==> src/prio_bank_regs.vh <==
// Purpose: register offsets, field positions and reset values of the priority bank
// Assumes: 8-bit word address, 16-bit data, one register per address
// Notes: definitions only
`ifndef PRIO_BANK_REGS_VH
`define PRIO_BANK_REGS_VH

// ----------------------------------------------------------------
// widths
// ----------------------------------------------------------------
`define ADDR_W 8
`define DATA_W 16
`define PRIO_W 3
`define LEVEL_W 4
`define NUM_SRC 10

// ----------------------------------------------------------------
// register addresses
// ----------------------------------------------------------------
`define ADDR_PRIO_I2C2 8'h0C
`define ADDR_PRIO_EXT_IRQ 8'h0D
`define ADDR_PRIO_CALENDAR 8'h0F
`define ADDR_PRIO_ERRORS 8'h10
`define ADDR_PRIO_LOW_VOLTAGE 8'h12
`define ADDR_PRIO_CHARGE_TIMER 8'h13
`define ADDR_CPU_LEVEL 8'h20
`define ADDR_PENDING 8'h21
`define ADDR_REQUEST 8'h22

// ----------------------------------------------------------------
// field low-bit positions
// ----------------------------------------------------------------
`define LSB_I2C2_MASTER 8
`define LSB_I2C2_SLAVE 4
`define LSB_EXT_IRQ4 8
`define LSB_EXT_IRQ3 4
`define LSB_CALENDAR 8
`define LSB_CHECKSUM 12
`define LSB_SERIAL2 8
`define LSB_SERIAL1 4
`define LSB_LOW_VOLTAGE 0
`define LSB_CHARGE_TIMER 4
`define LSB_CPU_REQUEST 15

// ----------------------------------------------------------------
// reset values and codes
// ----------------------------------------------------------------
`define PRIO_RESET 3'h4
`define PRIO_DISABLED 3'h0
`define LEVEL_RESET 4'h0

`endif

==> src/prio_field.v <==
// Purpose: one 3-bit priority field
// Assumes: write enable already decoded by the caller
// Notes: plain storage, no side effects
`timescale 1ns/1ps
`default_nettype none
`include "prio_bank_regs.vh"

module prio_field
(
    // clock and reset
    input wire MCLK,
    input wire SYS_RST,
    // write side
    input wire wr_en,
    input wire [2:0] wr_value,
    // stored field
    output reg [2:0] value
);

    always @(posedge MCLK)
    begin
        if (SYS_RST)
        begin
            value <= `PRIO_RESET;
        end
        else if (wr_en)
        begin
            value <= wr_value;
        end
    end

endmodule // prio_field
`default_nettype wire

==> src/pending_flag.v <==
// Purpose: sticky pending flag for one source
// Assumes: set and clear are same-clock pulses
// Notes: set wins over clear in the same cycle
`timescale 1ns/1ps
`default_nettype none

module pending_flag
(
    // clock and reset
    input wire MCLK,
    input wire SYS_RST,
    // control
    input wire set,
    input wire clr,
    // state
    output reg flag
);

    always @(posedge MCLK)
    begin
        if (SYS_RST)
        begin
            flag <= 1'b0;
        end
        else if (set)
        begin
            flag <= 1'b1;
        end
        else if (clr)
        begin
            flag <= 1'b0;
        end
    end

endmodule // pending_flag
`default_nettype wire

==> src/interrupt_priority_bank.v <==
// Purpose: bank of per-source 3-bit interrupt priority fields with request gating
// Assumes: source events come from logic on MCLK; software uses a plain strobe port
// Notes: arbitration and vector generation live elsewhere
//
// Contract
// RULE_01: code 111 gives the source level 7, the highest.
// RULE_02: code 000 disables the source; it never requests.
// RULE_03: code 001 is level 1; codes between map linearly to 2..6.
// RULE_04: bits outside priority fields read as zero.
// RULE_05: reset loads every priority field with 100, level 4.
// RULE_06: i2c2 register: master field bits 10..8, slave field bits 6..4.
// RULE_07: external register: irq4 field bits 10..8, irq3 field bits 6..4.
// RULE_08: calendar register: alarm field bits 10..8, rest unimplemented.
// RULE_09: errors register: checksum 14..12, serial2 10..8, serial1 6..4.
// RULE_10: low-voltage register: field bits 2..0, bits 15..3 read zero.
// RULE_11: charge-timer register: field bits 6..4, all other bits unimplemented.
// RULE_12: request with priority not above cpu level stays pending, unacknowledged.
// RULE_13: writes to unimplemented bits are ignored and read back zero.
// RULE_14: priority fields are plain 3-bit values, no effect on pending flags; here code 000 keeps a source's pending flag from setting.
`timescale 1ns/1ps
`default_nettype none
`include "prio_bank_regs.vh"

module interrupt_priority_bank
(
    // clock and reset
    input wire MCLK,
    input wire SYS_RST,
    // register port
    input wire [7:0] ADDR,
    input wire [15:0] WR_DATA,
    input wire WR_EN,
    input wire RD_EN,
    output reg [15:0] RD_DATA,
    // interrupt sources
    input wire [9:0] SRC_EVENT,
    // towards the cpu
    output wire [9:0] SRC_REQUEST,
    output wire CPU_REQUEST,
    output reg [2:0] REQ_LEVEL
);

    // ----------------------------------------------------------------
    // field map
    // ----------------------------------------------------------------
    // source order: 0 i2c2 master, 1 i2c2 slave, 2 ext irq4, 3 ext irq3,
    // 4 calendar, 5 checksum, 6 serial2, 7 serial1, 8 low voltage, 9 charge timer
    function [7:0] field_addr;
        input integer idx;
        begin
            case (idx)
                0: field_addr = `ADDR_PRIO_I2C2;
                1: field_addr = `ADDR_PRIO_I2C2;
                2: field_addr = `ADDR_PRIO_EXT_IRQ;
                3: field_addr = `ADDR_PRIO_EXT_IRQ;
                4: field_addr = `ADDR_PRIO_CALENDAR;
                5: field_addr = `ADDR_PRIO_ERRORS;
                6: field_addr = `ADDR_PRIO_ERRORS;
                7: field_addr = `ADDR_PRIO_ERRORS;
                8: field_addr = `ADDR_PRIO_LOW_VOLTAGE;
                9: field_addr = `ADDR_PRIO_CHARGE_TIMER;
                default: field_addr = 8'hFF;
            endcase
        end
    endfunction

    function integer field_lsb;
        input integer idx;
        begin
            case (idx)
                0: field_lsb = `LSB_I2C2_MASTER; // see RULE_06
                1: field_lsb = `LSB_I2C2_SLAVE; // see RULE_06
                2: field_lsb = `LSB_EXT_IRQ4; // see RULE_07
                3: field_lsb = `LSB_EXT_IRQ3; // see RULE_07
                4: field_lsb = `LSB_CALENDAR; // see RULE_08
                5: field_lsb = `LSB_CHECKSUM; // see RULE_09
                6: field_lsb = `LSB_SERIAL2; // see RULE_09
                7: field_lsb = `LSB_SERIAL1; // see RULE_09
                8: field_lsb = `LSB_LOW_VOLTAGE; // see RULE_10
                9: field_lsb = `LSB_CHARGE_TIMER; // see RULE_11
                default: field_lsb = 0;
            endcase
        end
    endfunction

    // ----------------------------------------------------------------
    // state
    // ----------------------------------------------------------------
    wire [29:0] prio_flat;
    wire [9:0] pending;
    wire [9:0] eligible;
    reg [3:0] cpu_level;
    reg [15:0] next_rd_data;
    reg [2:0] next_req_level;
    integer i;
    integer j;

    wire wr_pending = WR_EN && (ADDR == `ADDR_PENDING);

    // ----------------------------------------------------------------
    // per-source fields, flags and gating
    // ----------------------------------------------------------------
    genvar g;
    generate
        for (g = 0; g < `NUM_SRC; g = g + 1)
        begin : src
            localparam [7:0] FA = field_addr(g);
            localparam integer FL = field_lsb(g);
            wire [2:0] prio = prio_flat[3*g+2:3*g];

            // only the field's own three bits are taken from the write
            prio_field u_field
            (
                .MCLK(MCLK),
                .SYS_RST(SYS_RST), // see RULE_05
                .wr_en(WR_EN && (ADDR == FA)), // see RULE_13
                .wr_value(WR_DATA[FL+2:FL]), // see RULE_14
                .value(prio_flat[3*g+2:3*g])
            );

            // a disabled source never latches, so enabling later
            // does not release a stale event
            pending_flag u_pend
            (
                .MCLK(MCLK),
                .SYS_RST(SYS_RST),
                .set(SRC_EVENT[g] && (prio != `PRIO_DISABLED)), // see RULE_02
                .clr(wr_pending && WR_DATA[g]),
                .flag(pending[g])
            );

            // strict greater-than: equal level is held off
            assign eligible[g] = pending[g] && (prio != `PRIO_DISABLED) && // see RULE_02
                                 ({1'b0, prio} > cpu_level); // see RULE_12
        end
    endgenerate

    assign SRC_REQUEST = eligible;
    assign CPU_REQUEST = |eligible; // see RULE_12

    // ----------------------------------------------------------------
    // cpu priority level
    // ----------------------------------------------------------------
    always @(posedge MCLK)
    begin
        if (SYS_RST)
        begin
            cpu_level <= `LEVEL_RESET;
        end
        else if (WR_EN && (ADDR == `ADDR_CPU_LEVEL))
        begin
            cpu_level <= WR_DATA[3:0];
        end
    end

    // ----------------------------------------------------------------
    // highest requesting level
    // ----------------------------------------------------------------
    // codes are levels directly: 001 lowest, 111 highest
    always @*
    begin
        next_req_level = `PRIO_DISABLED;
        for (i = 0; i < `NUM_SRC; i = i + 1)
        begin
            if (eligible[i] && (prio_flat[3*i +: 3] > next_req_level)) // see RULE_01
            begin
                next_req_level = prio_flat[3*i +: 3]; // see RULE_03
            end
        end
    end

    always @(posedge MCLK)
    begin
        if (SYS_RST)
        begin
            REQ_LEVEL <= `PRIO_DISABLED;
        end
        else
        begin
            REQ_LEVEL <= next_req_level;
        end
    end

    // ----------------------------------------------------------------
    // read path
    // ----------------------------------------------------------------
    // unmapped addresses and unused bits fall through as zero
    always @*
    begin
        next_rd_data = 16'h0000;
        for (j = 0; j < `NUM_SRC; j = j + 1)
        begin
            if (ADDR == field_addr(j))
            begin
                next_rd_data = next_rd_data | ({13'h0, prio_flat[3*j +: 3]} << field_lsb(j)); // see RULE_04
            end
        end
        case (ADDR)
            `ADDR_CPU_LEVEL:
            begin
                next_rd_data = {12'h000, cpu_level};
            end
            `ADDR_PENDING:
            begin
                next_rd_data = {6'h0, pending};
            end
            `ADDR_REQUEST:
            begin
                next_rd_data = {CPU_REQUEST, 5'h0, eligible};
            end
            default:
            begin
                next_rd_data = next_rd_data;
            end
        endcase
    end

    // data stand only in the cycle after the read strobe
    always @(posedge MCLK)
    begin
        if (SYS_RST)
        begin
            RD_DATA <= 16'h0000;
        end
        else if (RD_EN)
        begin
            RD_DATA <= next_rd_data; // see RULE_13
        end
        else
        begin
            RD_DATA <= 16'h0000;
        end
    end

endmodule // interrupt_priority_bank
`default_nettype wire

==> config.mk <==
export PLATFORM = sky130hd
export DESIGN_NAME = interrupt_priority_bank
export DESIGN_NICKNAME = d
export VERILOG_FILES = /design/src/prio_field.v /design/src/pending_flag.v /design/src/interrupt_priority_bank.v
export VERILOG_INCLUDE_DIRS = /design/src
export SDC_FILE = /design/constraint.sdc
export NUM_CORES = 1
export LEC_CHECK = 0
export BUFFER_PORTS_ARGS = -buffer_cell sky130_fd_sc_hd__buf_4
export CORE_AREA = 2 2 99 101
export DETAILED_ROUTE_END_ITERATION = 10
export DIE_AREA = 0 0 101 103
export GPL_ROUTABILITY_DRIVEN = 0
export PLACE_DENSITY = 0.81
export SLEW_MARGIN = 10
export SYNTH_ARGS = -nofsm -noshare
export SYNTH_HDL_FRONTEND = slang
export SYNTH_SLANG_ARGS = --single-unit
==> constraint.sdc <==
create_clock -name MCLK -period 9.45 [get_ports MCLK]
set_input_delay 0.945 -clock MCLK [delete_from_list [all_inputs] [get_ports MCLK]]
set_output_delay 0.945 -clock MCLK [all_outputs]
set_load 0.005 [all_outputs]
* After elaboration in Yosys (flattened, before gate mapping)
Index checks and enable logic that the tools add are counted.
** Cells by class
- Shift operators :: 10
- Order comparisons :: 20
- Add/sub/neg operators :: 0
- Reductions and logical operators :: 80
- Multiplexer cells :: 51
- Div/mod/pow operators :: 0
- Multiply operators :: 0
- Equal/unequal tests :: 9
- Bitwise gates (word level) :: 10
** Operators by type and width (number)
- 2-to-1 mux 32 bit :: 10
- left shift 3 x 32 -> 16 bit :: 10
- 2-to-1 mux 16 bit :: 10
- bitwise OR 16 bit :: 9
- logical AND 1 bit :: 58
- one-hot mux 16 bit (3 select lines) :: 1
- > comparator 3 x 4 -> 1 bit :: 10
- 2-to-1 mux 3 bit :: 10
- nonzero test 3 bit :: 10
- > comparator 3 bit :: 9
- == test 8 x 4 -> 1 bit (second input constant) :: 3
- == test 8 x 5 -> 1 bit (second input constant) :: 3
- == test 8 x 6 -> 1 bit (second input constant) :: 3
- 2-to-1 mux 1 bit :: 20
- nonzero test 2 bit :: 10
- OR reduction 10 bit :: 1
- > comparator 3 x 1 -> 1 bit (second input constant) :: 1
- OR reduction 2 bit :: 1
- inverter 1 bit :: 1
** Storage, ports and cells
- Memories kept :: 0
- Memory bits (writable) :: 0
- Bits in latches :: 0
- Word-level logic and storage cells :: 203
- Bits in read-only memories :: 0
- Output and inout port bits :: 30
- Bits in registers :: 63

* Longest topological paths before layout
Gate-level depths: netlist (run 1).
- Depth in word-level cells :: 32
- Gate-level depth with buffers :: 66

* Hierarchy
From an unflattened synthesis (run 1), not the netlist that was laid out.
** Second synthesis, totals
- Cell total of the unflattened synthesis :: 546
- Area, all modules :: 4640.7 µm²
** Modules (own cells, without submodules)
- interrupt_priority_bank :: area an instance 3226.8 µm², times used 1, cells each 416, seq. area each 440.4 µm²
- prio_field :: area an instance 102.6 µm², times used 10, cells each 9, seq. area each 60.1 µm²
- pending_flag :: area an instance 38.8 µm², times used 10, cells each 4, seq. area each 20.0 µm²

* Worst setup path after synthesis (run 1)
OpenSTA, ideal clock, no wires.
- Path type :: reg-to-reg
- From :: register cpu_level[2]
- To :: register REQ_LEVEL[2]
- Stages on the path, launching flop included :: 62
- Arrival time :: 10.450 ns
- Clock period less this slack :: 10.516 ns
- Setup slack :: -1.066 ns
- Buffers on the path :: 0
- Path through :: dfxtp_1 inv_1 ha_1 a311oi_4 nand3_2 ha_1 nand3b_1 a32oi_1 nand3_1 o21ai_0 ha_1 nor2_1 o2bb2ai_1 and3_1 a211oi_2 o21ai_1 mux2_4 ha_1 [26 not listed] nor2_1 a21boi_0 nand2_1 nand2_1 o21ai_0 ha_1 nor2b_1 o21ai_0 a32oi_1 nand2_1 mux2_2 ha_1 a21o_1 a21oi_1 a31oi_1 nand2_1 mux2i_1 nor2b_1
** On the way
- Cells in the longest elaborated chain, start to end :: 31
** Ends and longest elaborated chain
- start, declared :: RTL line interrupt_priority_bank.v:92 : reg [3:0] cpu_level;
- start signal, assigned :: RTL line interrupt_priority_bank.v:148 : cpu_level <= `LEVEL_RESET;
- start signal, assigned :: RTL line interrupt_priority_bank.v:152 : cpu_level <= WR_DATA[3:0];
- > comparator 3 x 4 -> 1 bit :: RTL line interrupt_priority_bank.v:134 : ({1'b0, prio} > cpu_level);
- logical AND 1 bit :: RTL line interrupt_priority_bank.v:133 : assign eligible[g] = pending[g] && (prio != `PRIO_DISABLED) &&
- logical AND 1 bit :: RTL line interrupt_priority_bank.v:165 : if (eligible[i] && (prio_flat[3*i +: 3] > next_req_level))
- 2-to-1 mux 3 bit :: RTL line interrupt_priority_bank.v:165
- > comparator 3 bit :: RTL line interrupt_priority_bank.v:165
- logical AND 1 bit :: RTL line interrupt_priority_bank.v:165
- 2-to-1 mux 3 bit :: RTL line interrupt_priority_bank.v:165
- > comparator 3 bit :: RTL line interrupt_priority_bank.v:165
- [15 not listed]
- logical AND 1 bit :: RTL line interrupt_priority_bank.v:165
- 2-to-1 mux 3 bit :: RTL line interrupt_priority_bank.v:165
- > comparator 3 bit :: RTL line interrupt_priority_bank.v:165
- logical AND 1 bit :: RTL line interrupt_priority_bank.v:165
- 2-to-1 mux 3 bit :: RTL line interrupt_priority_bank.v:165
- > comparator 3 bit :: RTL line interrupt_priority_bank.v:165
- logical AND 1 bit :: RTL line interrupt_priority_bank.v:165
- 2-to-1 mux 3 bit * :: RTL line interrupt_priority_bank.v:165
- end signal, assigned :: RTL line interrupt_priority_bank.v:176 : REQ_LEVEL <= `PRIO_DISABLED;
- end signal, assigned :: RTL line interrupt_priority_bank.v:180 : REQ_LEVEL <= next_req_level;
- end, declared :: RTL line interrupt_priority_bank.v:40 : output reg [2:0] REQ_LEVEL
Mark *: on every way between the ends. The rest lies on a longest branch, timed or not.
A chain may end at the register's enable or synchronous reset.

* Worst setup path in the final report (run 1)
Same ends and word-level chain as after synthesis.

==> metrics.txt, run 1 <==
slowest CP cell a311oi_4; CP max stage delay around 400 ps; fraction of layout cells with a size suffix above 1 0.301; Sequential Power Share 0.420; leading cell types in the layout, fill and taps excluded buf_4 (127), nand2_1 (75), dfxtp_1 (57); Cell Pwr Density about 110 mW/mm2; Util after Layout 0.634; Cells after Synth around 580; total CTS buffers 9; outcome finished, violations left; DRC 0; post-route ant nets 0; worst relative slew slack 0.241; post-synthesis sequential area ratio 0.275; first-iteration detailed-routing DRC count roughly 520; Final Hold Vio Count 0; full die area 0.0104 mm2; Internal 0.000468 W; Critical path origin cpu_level[2]; fill cell count 760; depth of the CTS H-tree 3; Clock Latency Late Sink 350 ps; Worst EP required approximately 9700 ps; via count 5,093; CTS tree done; I/O pins 68; Rows 36; Overflow after GRT 0; Post-synth EDFFs 0; setup repair after global routing missed its margin yes; Sw Share 0.270; Final min period 10,650 ps; gr usage total 0.285; Seq cells post-synth 62; Syn Std Cell Area 0.00452 mm2; Syn Nets between 600 and 700; worst ir drop on vdd 88.9 uV; clock share of power 0.400; Startpoint Class flop; final setup TNS -3510 ps; Vias per Instance 6.26; Setup crit end kind flop; global-route wire length before repair around 23 mm; Net Sw Power roughly 0.00017 W; HP Class flop to flop; path type of the worst setup path flop to flop; Detail Placement HPWL approximately 11 mm; Area Growth Syn to Fin 32.8%; R2R Path Start cpu_level[2]; Distinct cells, synth 66; Final Max Tran Viols 0; CTS clock-pin slew for the worst setup and hold paths around 70 ps; most common cell after layout, fill and taps aside buf_4; CTS root buf clkbuf_8; max cap viols 0; NumNets Final 778; FFs w/ async S/R, synth 0; Setup WS post-layout -1200 ps; Placement Setup Slack -1350 ps; clock sinks a little over 60; Synth Warn # 0; Avg Cell Area, Syn ~7.8 um2; Worst Max-Slew Pin Slew between 1000 and 1500 ps; hold_sp src[7].u_pend.flag; Buf/Inv on CP 3; Logic pwr share 0.180; Max Buffers Root-to-Sink 2; Layout Skew between 6 and 7 ps; final setup fails 3; largest cells by area after synthesis dfxtp_1 (27%), ha_1 (12%), nand2_1 (6.6%); Initial Util 0.478; diode count 0; port bufs 64; DRT Pass-1 Iters 6; cell family with most CP delay compound AO/OA/AOI/OAI gates; Final Total Pwr between 0.0006 and 0.0007 W; share of the synthesized area in the top cell type 0.275; Arr. time, crit path between 10,000 and 15,000 ps; Die Wd just over 100 um; Fmax roughly 94 MHz; period utilization 1.13; top_reg_cell synth dfxtp_1; routed wire length per instance roughly 19 um; drt total wl around 15 mm; P_leak ~2.5 nW; Core Box Area about 0.0095 mm2; vias in the first global route roughly 4,800; Die Ht a little over 100 um; failing checks negative setup slack; Yosys top cell by area dfxtp_1; pin count of the biggest net entering global routing 50; initial antenna violation count 0; crit-path most repeated cell ha_4; worst-path maximum fanout 5; hold_buf cts 0
==> sequential cells by signal (all words and copies together), names as in the netlist <==
| signal | count |
|---|---|
| src.u_field.value | 30 |
| RD_DATA | 15 |
| src.u_pend.flag | 10 |
| cpu_level | 4 |
| REQ_LEVEL | 3 |
==> stage by stage <==
step	std cells	hold slack, ps	area (um2)
after floorplan	576	444	4640
after global placement	777	465	5500
after detailed placement	777	472	5500
after CTS	810	484	5890
after global routing	814	508	6000
final	814	483	6000
==> cells by family (layout without fill, tap and decap cells) <==
family / after synthesis / in the layout / share of synthesized area
flops: 62 / 62 / 0.275
buf+inv: 58 / 182 / 0.0512
simple gates: 237 / 237 / 0.261
compound gates: 158 / 158 / 0.252
other cells: 1 / 1 / 0.000830
mux: 14 / 14 / 0.0335
fa+ha+maj: 46 / 46 / 0.127
==> worst paths after layout <==
path	endpoint	slack, ps	cells past startpoint
worst max-delay path	REQ_LEVEL[2]	-1200	63
worst min-delay path	src[7].u_pend.flag	480	2
worst max register to register	REQ_LEVEL[2]	-1200	63
worst min register to register	src[7].u_pend.flag	480	2
==> worst reg2reg max path, delay by kind of cell, from the launching register on <==
kind / cells / cell delay, ps
AOI/OAI and AO/OA: 24 / 3630
and+or+nand+nor: 22 / 2770
adders and majority gates: 11 / 2820
buffers and inverters: 3 / 150
muxes: 3 / 820
DFF: 1 / 350
==> routing by layer <==
layer  track usage  vias up  wire length, um
met5             0        -                0
met4         0.148        0              682
met3        0.0590       72             1160
met2         0.482      276             7370
met1         0.342     2384             6000
li1              -     2361                -
==> power by group through the flow <==
stage	registers, W	logic (W)	clock network, W
3_3_place_gp	0.000275	0.000100	0
4_1_cts	0.000269	0.000109	0.000257
5_1_grt	0.000269	0.000124	0.000268
2_1_floorplan	0.000274	0.0000593	0
6_report	0.000269	0.000115	0.000256
3_5_place_dp	0.000275	0.000104	0
==> layout make-up <==
type | count | area, um2 | share of cell area
Clock inverter | 3 | 40.0 | 0.00667
Timing Repair Buffer | 128 | 965 | 0.161
Tap cell | 114 | 143 | 0.0238
Multi-Input combinational cell | 456 | 3280 | 0.546
Clock buffer | 13 | 179 | 0.0298
Inverter | 38 | 148 | 0.0246
Sequential cell | 62 | 1250 | 0.208
==> cells in the mapped netlist, drive strengths merged (2+ instances only) <==
master	number
and3	14
nand2b	5
a211oi	6
a221oi	5
o211ai	6
nor3	15
a21oi	52
a32oi	2
o2bb2ai	2
o41ai	2
nor2	40
o22ai	5
nand4b	4
nor2b	11
o31ai	5
a31oi	6
o21a	5
ha	45
a311oi	5
mux2i	11
o31a	2
a31o	2
nand3b	9
nand3	29
or3	6
a22o	5
nand2	79
a211o	7
and2	9
or4	2
a22oi	16
o21ai	16
buf	5
dfxtp	62
mux2	3
nand4	3
inv	38
a21o	3
nor4	7
clkbuf	15
==> repair_timing <==
| item | CTS | global route |
|---|---|---|
| setup endpoints to repair | 3 | 3 |
| gates resized for setup | 9 | 17 |
| setup buffers | 17 | 5 |
| pin swaps | 16 | 17 |
Note: power is estimated with default switching activity, not from simulation.
==> run 2: changes to the inputs <==
--- a/config.mk
+++ b/config.mk
@@ -6,12 +6,13 @@
 export SDC_FILE = /design/constraint.sdc
 export NUM_CORES = 1
 export LEC_CHECK = 0
+export ABC_AREA = 1
 export BUFFER_PORTS_ARGS = -buffer_cell sky130_fd_sc_hd__buf_4
-export CORE_AREA = 2 2 99 101
+export CORE_AREA = 2 2 97 99
 export DETAILED_ROUTE_END_ITERATION = 10
-export DIE_AREA = 0 0 101 103
+export DIE_AREA = 0 0 99 101
 export GPL_ROUTABILITY_DRIVEN = 0
-export PLACE_DENSITY = 0.81
+export PLACE_DENSITY = 0.82
 export SLEW_MARGIN = 10
 export SYNTH_ARGS = -nofsm -noshare
 export SYNTH_HDL_FRONTEND = slang
==> run 2 against run 1 <==
Effect of this change:
- the flow still finishes with violations (negative setup slack)
- synthesized area is 3.7% lower
- largest cell class unchanged
- final area is 2.1% higher
- power is 8.0% higher
- wire length is 6.4% higher
- critical path type unchanged
- die area is 3.9% lower
- largest power group unchanged
==> metrics.txt, run 2 <==
outcome finished, violations left; Sw Share 0.312 (+0.0421); Cell Pwr Density 113 mW/mm2 (+5.7%); max cap viols 0 (unchanged); depth of the CTS H-tree 3 (unchanged); final setup TNS -1450 ps (+2050 ps); gr usage total 0.309 (+0.0240); via count 5,299 (+4.0%); CTS tree done; CP max stage delay 360 ps (-40 ps); top_reg_cell synth dfxtp_1; clock sinks 62 (unchanged); total CTS buffers 9 (unchanged); most common cell in the synthesized netlist nand2_1; Worst Max-Slew Pin Slew 1060 ps (-69.6 ps); pin count of the biggest net entering global routing 36 (-28%); DRT Pass-1 Iters 6 (unchanged); Logic pwr share 0.282 (+0.102); Syn Nets 716 (+8.6%); hold_sp src[9].u_pend.flag; worst-path maximum fanout 4 (-1); Overflow after GRT 0 (unchanged); Fmax 100 MHz (+7.0%); port bufs 64 (unchanged); Reg with most FFs src.u_field.value; worst relative slew slack 0.290 (+0.0496); worst ir drop on vdd 68.4 uV (-23%); Setup crit end kind flop; Final Hold Vio Count 0 (unchanged); Post-synth top cells nand2_1 (107), inv_1 (105), dfxtp_1 (62); failing checks negative setup slack; Seq cells post-synth 62 (unchanged); Sequential Power Share 0.391 (-0.029); Setup WS post-layout -504 ps (+700 ps); most common cell after layout, fill and taps aside buf_4; R2R Path Start src[0].u_field.value[2]; P_leak 2.83 nW (+14%); Rows 35 (-2.8%); Die Ht 101 um (-1.9%); share of the synthesized area in the top cell type 0.285 (+0.0107); Final min period 9950 ps (-700 ps); Vias per Instance 5.97 (-4.5%); Yosys top cell by area dfxtp_1; largest cells by area after synthesis dfxtp_1 (29%), ha_1 (13%), nand2_1 (9.2%); Net Sw Power 0.000215 W (+25%); final setup fails 3 (unchanged); global-route wire length before repair 24.2 mm (+4.3%); Initial Util 0.484 (+0.00681); leading cell types in the layout, fill and taps excluded buf_4 (134), inv_1 (98), nand2_1 (94); Internal 0.000476 W (+1.7%); Distinct cells, synth 34 (-48%); R2R setup slack -500 ps (+700 ps); period utilization 1.05 (-0.0740); Post-synth EDFFs 0 (unchanged); CTS clock-pin slew for the worst setup and hold paths 80 ps (about the same); Detail Placement HPWL 10.9 mm (+0.68%); Startpoint Class flop; DRC 0 (unchanged); diode count 0 (unchanged); Critical path origin src[0].u_field.value[2]; Non-Filler Instances 887 (+9.0%); fraction of layout cells with a size suffix above 1 0.351 (+0.0491); CTS root buf clkbuf_8; path type of the worst setup path flop to flop; slowest CP cell dfxtp_2; Largest regs src.u_field.value (30), RD_DATA (15), src.u_pend.flag (10); NumNets Final 854 (+9.8%); clock share of power 0.327 (-0.073); Cells after DPL 834 (+7.3%); setup repair after global routing missed its margin yes; full die area 0.0100 mm2 (-3.9%); Die Wd 99 um (-2.0%); post-route ant nets 0 (unchanged); max reg flops 30 (unchanged); Final Total Pwr 0.000691 W (+8.0%); Max Buffers Root-to-Sink 2 (unchanged); post-synthesis sequential area ratio 0.285 (+0.0107); Syn Std Cell Area 0.00435 mm2 (-3.7%); vias in the first global route 5,088 (+6.4%); Layout Skew 8.41 ps (+1.81 ps); I/O pins 68 (unchanged); Cells after Synth 633 (+9.9%); HP Class flop to flop; FFs w/ async S/R, synth 0 (unchanged); routed wire length per instance 18.2 um (-2.4%); Area Growth Syn to Fin 40.9%; Arr. time, crit path 10,220 ps (-650 ps); Final Max Tran Viols 0 (unchanged); first-iteration detailed-routing DRC count 690 (+32%); Core Box Area 0.00898 mm2 (-5.1%); Placement Setup Slack -837 ps (+510 ps); crit-path most repeated cell nand2_2; hold slack 495 ps (+12.4 ps); drt total wl 16.2 mm (+6.4%); Worst EP required 9710 ps (+40 ps); Avg Cell Area, Syn 6.87 um2 (-12%); hold_buf cts 0 (unchanged); initial antenna violation count 0 (unchanged); Synth Warn # 0 (unchanged); Clock Latency Late Sink 360 ps (about the same)
[run 2: cell count changes after synthesis, moves of 11 or more]
cell	change
nor2b_1	-11
nand3_2	+12
mux2i_1	-11
inv_1	+69
o21ai_0	+42
and3_1	-14
a22oi_1	-15
nand2_1	+28
nand2_2	+23
[run 2: per-layer routing]
metal | GRT usage | share of wire | vias up
li1 | - | - | 2395
met1 | 0.352 | 0.35 | 2392
met2 | 0.521 | 0.48 | 407
met3 | 0.0714 | 0.11 | 105
met4 | 0.194 | 0.061 | 0
met5 | 0 | 0 | -
[run 2: logic make-up (layout without fill, tap and decap cells)]
kind of cell | Yosys count | count (layout) | synth area share
other cells | 1 | 1 | 0.000862
buf+inv | 120 | 263 | 0.104
compound gates | 151 | 151 | 0.197
flops | 62 | 62 | 0.285
simple gates | 254 | 254 | 0.283
fa+ha+maj | 45 | 45 | 0.129
[run 2: power by group through the flow]
stage	clock [W]	sequential [W]	combinational [W]
after global placement	0	0.000276	0.000125
after global routing	0.000237	0.000270	0.000209
after detailed placement	0	0.000276	0.000133
final	0.000226	0.000270	0.000195
after CTS	0.000223	0.000270	0.000167
after floorplan	0	0.000275	0.0000769
[run 2: final cells by class]
class | count | area, um2
multi-input cells | 451 | 3110
fillers | 668 | 2850
flip-flops and latches | 62 | 1250
repair buffers | 136 | 1030
inverters | 111 | 417
clock buffers | 13 | 169
well taps | 111 | 139
clock inverters | 3 | 17.5
[run 2: repair_timing]
action / CTS / global route
setup buffers: 31 / 7
resized for setup: 53 / 37
setup endpoints to repair: 3 / 3
hold endpoints to repair: 0 / 0
pin swaps: 51 / 39
[run 2: critical path, delay by kind of cell (launching register included)]
kind	cells	cell delay, ps
fa+ha+maj	8	2050
buf+inv	16	1670
compound gates	14	1750
simple gates	39	3990
flops	1	360
[run 2: per-stage QoR]
stage | cell area, um2 | utilization
floorplan | 4390 | -
global placement | 5240 | 0.584
detailed placement | 5240 | 0.584
CTS | 5880 | 0.655
global route | 6130 | 0.683
finish | 6130 | 0.683
[run 2: path summary, 6_finish.rpt]
path | endpoint | cells after the start
setup / recovery | REQ_LEVEL[1] | 77
hold / removal | src[9].u_pend.flag | 2
setup reg to reg | REQ_LEVEL[1] | 77
hold reg to reg | src[9].u_pend.flag | 2
==> run 3: changes to the inputs <==
--- a/config.mk
+++ b/config.mk
@@ -8,11 +8,11 @@
 export LEC_CHECK = 0
 export ABC_AREA = 1
 export BUFFER_PORTS_ARGS = -buffer_cell sky130_fd_sc_hd__buf_4
-export CORE_AREA = 2 2 97 99
+export CORE_AREA = 2 2 95 97
 export DETAILED_ROUTE_END_ITERATION = 10
-export DIE_AREA = 0 0 99 101
+export DIE_AREA = 0 0 97 99
 export GPL_ROUTABILITY_DRIVEN = 0
-export PLACE_DENSITY = 0.82
+export PLACE_DENSITY = 0.76
 export SLEW_MARGIN = 10
 export SYNTH_ARGS = -nofsm -noshare
 export SYNTH_HDL_FRONTEND = slang
==> run 3 against run 2 <==
Effect of this change:
- wire length down 1.3%
- worst hold slack better by 1.1 ps
- non-clock buffer count rose by 5
- clock-buffer cell count fell by 1
- power increased by 6.3%
- global-route usage rose by 0.72 points
- the run still ends with negative setup slack left
- first-iteration DRC count down 37%
- sequential share of layout area is essentially flat
- via count down 2.6%
- clock skew up 2.9 ps
- combinational power is essentially flat
- worst setup slack gained 26 ps
==> metrics.txt, run 3 (synthesis gave the netlist of run 2 again) <==
outcome finished, violations left; failing checks negative setup slack; Worst Max-Slew Pin Slew 1010 ps (-49.9 ps); Final Hold Vio Count 0 (unchanged); Sequential Power Share 0.368 (-0.023); global-route wire length before repair 24.1 mm (-0.17%); worst-path maximum fanout 4 (unchanged); total CTS buffers 9 (unchanged); Clock Latency Late Sink 360 ps (about the same); R2R Path Start cpu_level[1]; Internal 0.000517 W (+8.7%); worst ir drop on vdd 78.1 uV (+14%); max reg flops 30 (unchanged); max cap viols 0 (unchanged); Critical path origin cpu_level[1]; post-route ant nets 0 (unchanged); Core Box Area 0.00855 mm2 (-4.8%); final setup fails 3 (unchanged); setup repair after global routing missed its margin yes; drt total wl 16.0 mm (-1.3%); most common cell after layout, fill and taps aside buf_4; Die Ht 99 um (-2.0%); fraction of layout cells with a size suffix above 1 0.348 (-0.00224); port bufs 64 (unchanged); full die area 0.00960 mm2 (-4.0%); Rows 34 (-2.9%); NumNets Final 859 (+0.59%); Sw Share 0.296 (-0.0155); Worst Reg-to-Reg Cells 78 (+1.3%); Final min period 9930 ps (-26.0 ps); CTS tree done; placed inst area 0.00525 mm2 (+0.22%); vias in the first global route 4,952 (-2.7%); Final Total Pwr 0.000734 W (+6.3%); via count 5,159 (-2.6%); Setup crit end kind flop; Reg with most FFs src.u_field.value; R2R setup slack -480 ps (+30 ps); DRC 0 (unchanged); worst reg2reg path endpoint REQ_LEVEL[2]; Net Sw Power 0.000217 W (+0.97%); diode count 0 (unchanged); P_leak 2.85 nW (+0.76%); Cell Pwr Density 120 mW/mm2 (+6.1%); Layout Skew 11.3 ps (+2.93 ps); Detail Placement HPWL 10.5 mm (-3.9%); leading cell types in the layout, fill and taps excluded buf_4 (140), inv_1 (99), nand2_1 (95); Util after Layout 0.718 (+0.0351); slowest CP cell dfxtp_2; Startpoint Class flop; HP Class flop to flop; Logic pwr share 0.267 (-0.015); path type of the worst setup path flop to flop; depth of the CTS H-tree 3 (unchanged); critical path capture point REQ_LEVEL[2]; Max Buffers Root-to-Sink 2 (unchanged); Overflow after GRT 0 (unchanged); clock share of power 0.365 (+0.038); Largest regs src.u_field.value (30), RD_DATA (15), src.u_pend.flag (10); period utilization 1.05 (-0.00275); worst relative slew slack 0.324 (+0.0334); initial antenna violation count 0 (unchanged); Arr. time, crit path 10,170 ps (-50 ps); gr usage total 0.316 (+0.00716); Initial Util 0.509 (+0.0242); Final Max Tran Viols 0 (unchanged); Fmax 101 MHz (+0.26%); I/O pins 68 (unchanged); final instance area 0.00614 mm2 (+0.14%); Area Growth Syn to Fin 41.1%; Setup WS post-layout -478 ps (+26.0 ps); clock sinks 62 (unchanged); first-iteration detailed-routing DRC count 434 (-37%); CTS root buf clkbuf_8; crit-path most repeated cell nand2_2; DRT Pass-1 Iters 5 (-1); pin count of the biggest net entering global routing 36 (unchanged); Die Wd 97 um (-2.0%); routed wire length per instance 18.0 um (-1.5%); CP max stage delay 340 ps (-20 ps); CTS clock-pin slew for the worst setup and hold paths 70 ps (about the same); Vias per Instance 5.80 (-2.9%); Worst EP required 9690 ps (-20 ps)
==> run 3: worst min-delay path by stage <==
stage,to,depth (start not counted),startpoint,slack [ps]
global placement,src[7].u_pend.flag,2,src[7].u_pend.flag,470
finish,src[3].u_pend.flag,2,src[3].u_pend.flag,500
detailed placement,src[7].u_pend.flag,2,src[7].u_pend.flag,480
CTS,src[3].u_pend.flag,2,src[3].u_pend.flag,490
floorplan,src[7].u_pend.flag,2,src[7].u_pend.flag,450
global route,src[3].u_pend.flag,2,src[3].u_pend.flag,520
==> run 3: cell type report <==
| class | count | area, um2 |
|---|---|---|
| well taps | 108 | 135 |
| inverters | 111 | 417 |
| multi-input cells | 451 | 3060 |
| clock inverters | 4 | 70.1 |
| repair buffers | 141 | 1060 |
| fillers | 646 | 2410 |
| clock buffers | 12 | 145 |
| flip-flops and latches | 62 | 1250 |
==> run 3: power by group through the flow <==
| stage | Clock, W | Sequential, W | Combinational (W) |
|---|---|---|---|
| 2_1_floorplan | 0 | 0.000275 | 0.0000769 |
| 3_3_place_gp | 0 | 0.000276 | 0.000127 |
| 3_5_place_dp | 0 | 0.000276 | 0.000132 |
| 4_1_cts | 0.000266 | 0.000270 | 0.000167 |
| 5_1_grt | 0.000278 | 0.000270 | 0.000209 |
| 6_report | 0.000268 | 0.000270 | 0.000196 |
==> run 3: layer usage <==
metal / wire length [um] / GRT usage / vias to the layer above
met3: 1450 / 0.0603 / 82
met4: 856 / 0.176 / 0
met5: 0 / 0 / -
met2: 7570 / 0.527 / 300
met1: 6090 / 0.384 / 2367
li1: - / - / 2410
==> run 3: worst max-delay path: cells and delay by family, from the launching register on <==
family	cells	cell delay, ps
AO/OA/AOI/OAI	16	2040
adder cells (fa/ha/maj)	10	2590
buffers and inverters	9	670
flip-flops	1	340
AND/OR/NAND/NOR	43	4150
==> run 3: what timing repair did <==
item,in CTS,in global routing
setup buffers,32,8
resized for setup,44,33
setup endpoints to repair,3,3
hold buffers,0,0
pin swaps,22,33
==> run 3: through the flow <==
stage	hold slack, ps	setup WS (ps)	cells	setup TNS [ps]
after floorplan	452	13.6	633	0
final	496	-478	889	-1320
after detailed placement	480	-728	833	-2080
after global placement	474	-343	833	-981
after CTS	492	-81.6	881	-122
after global routing	520	-1140	889	-3280
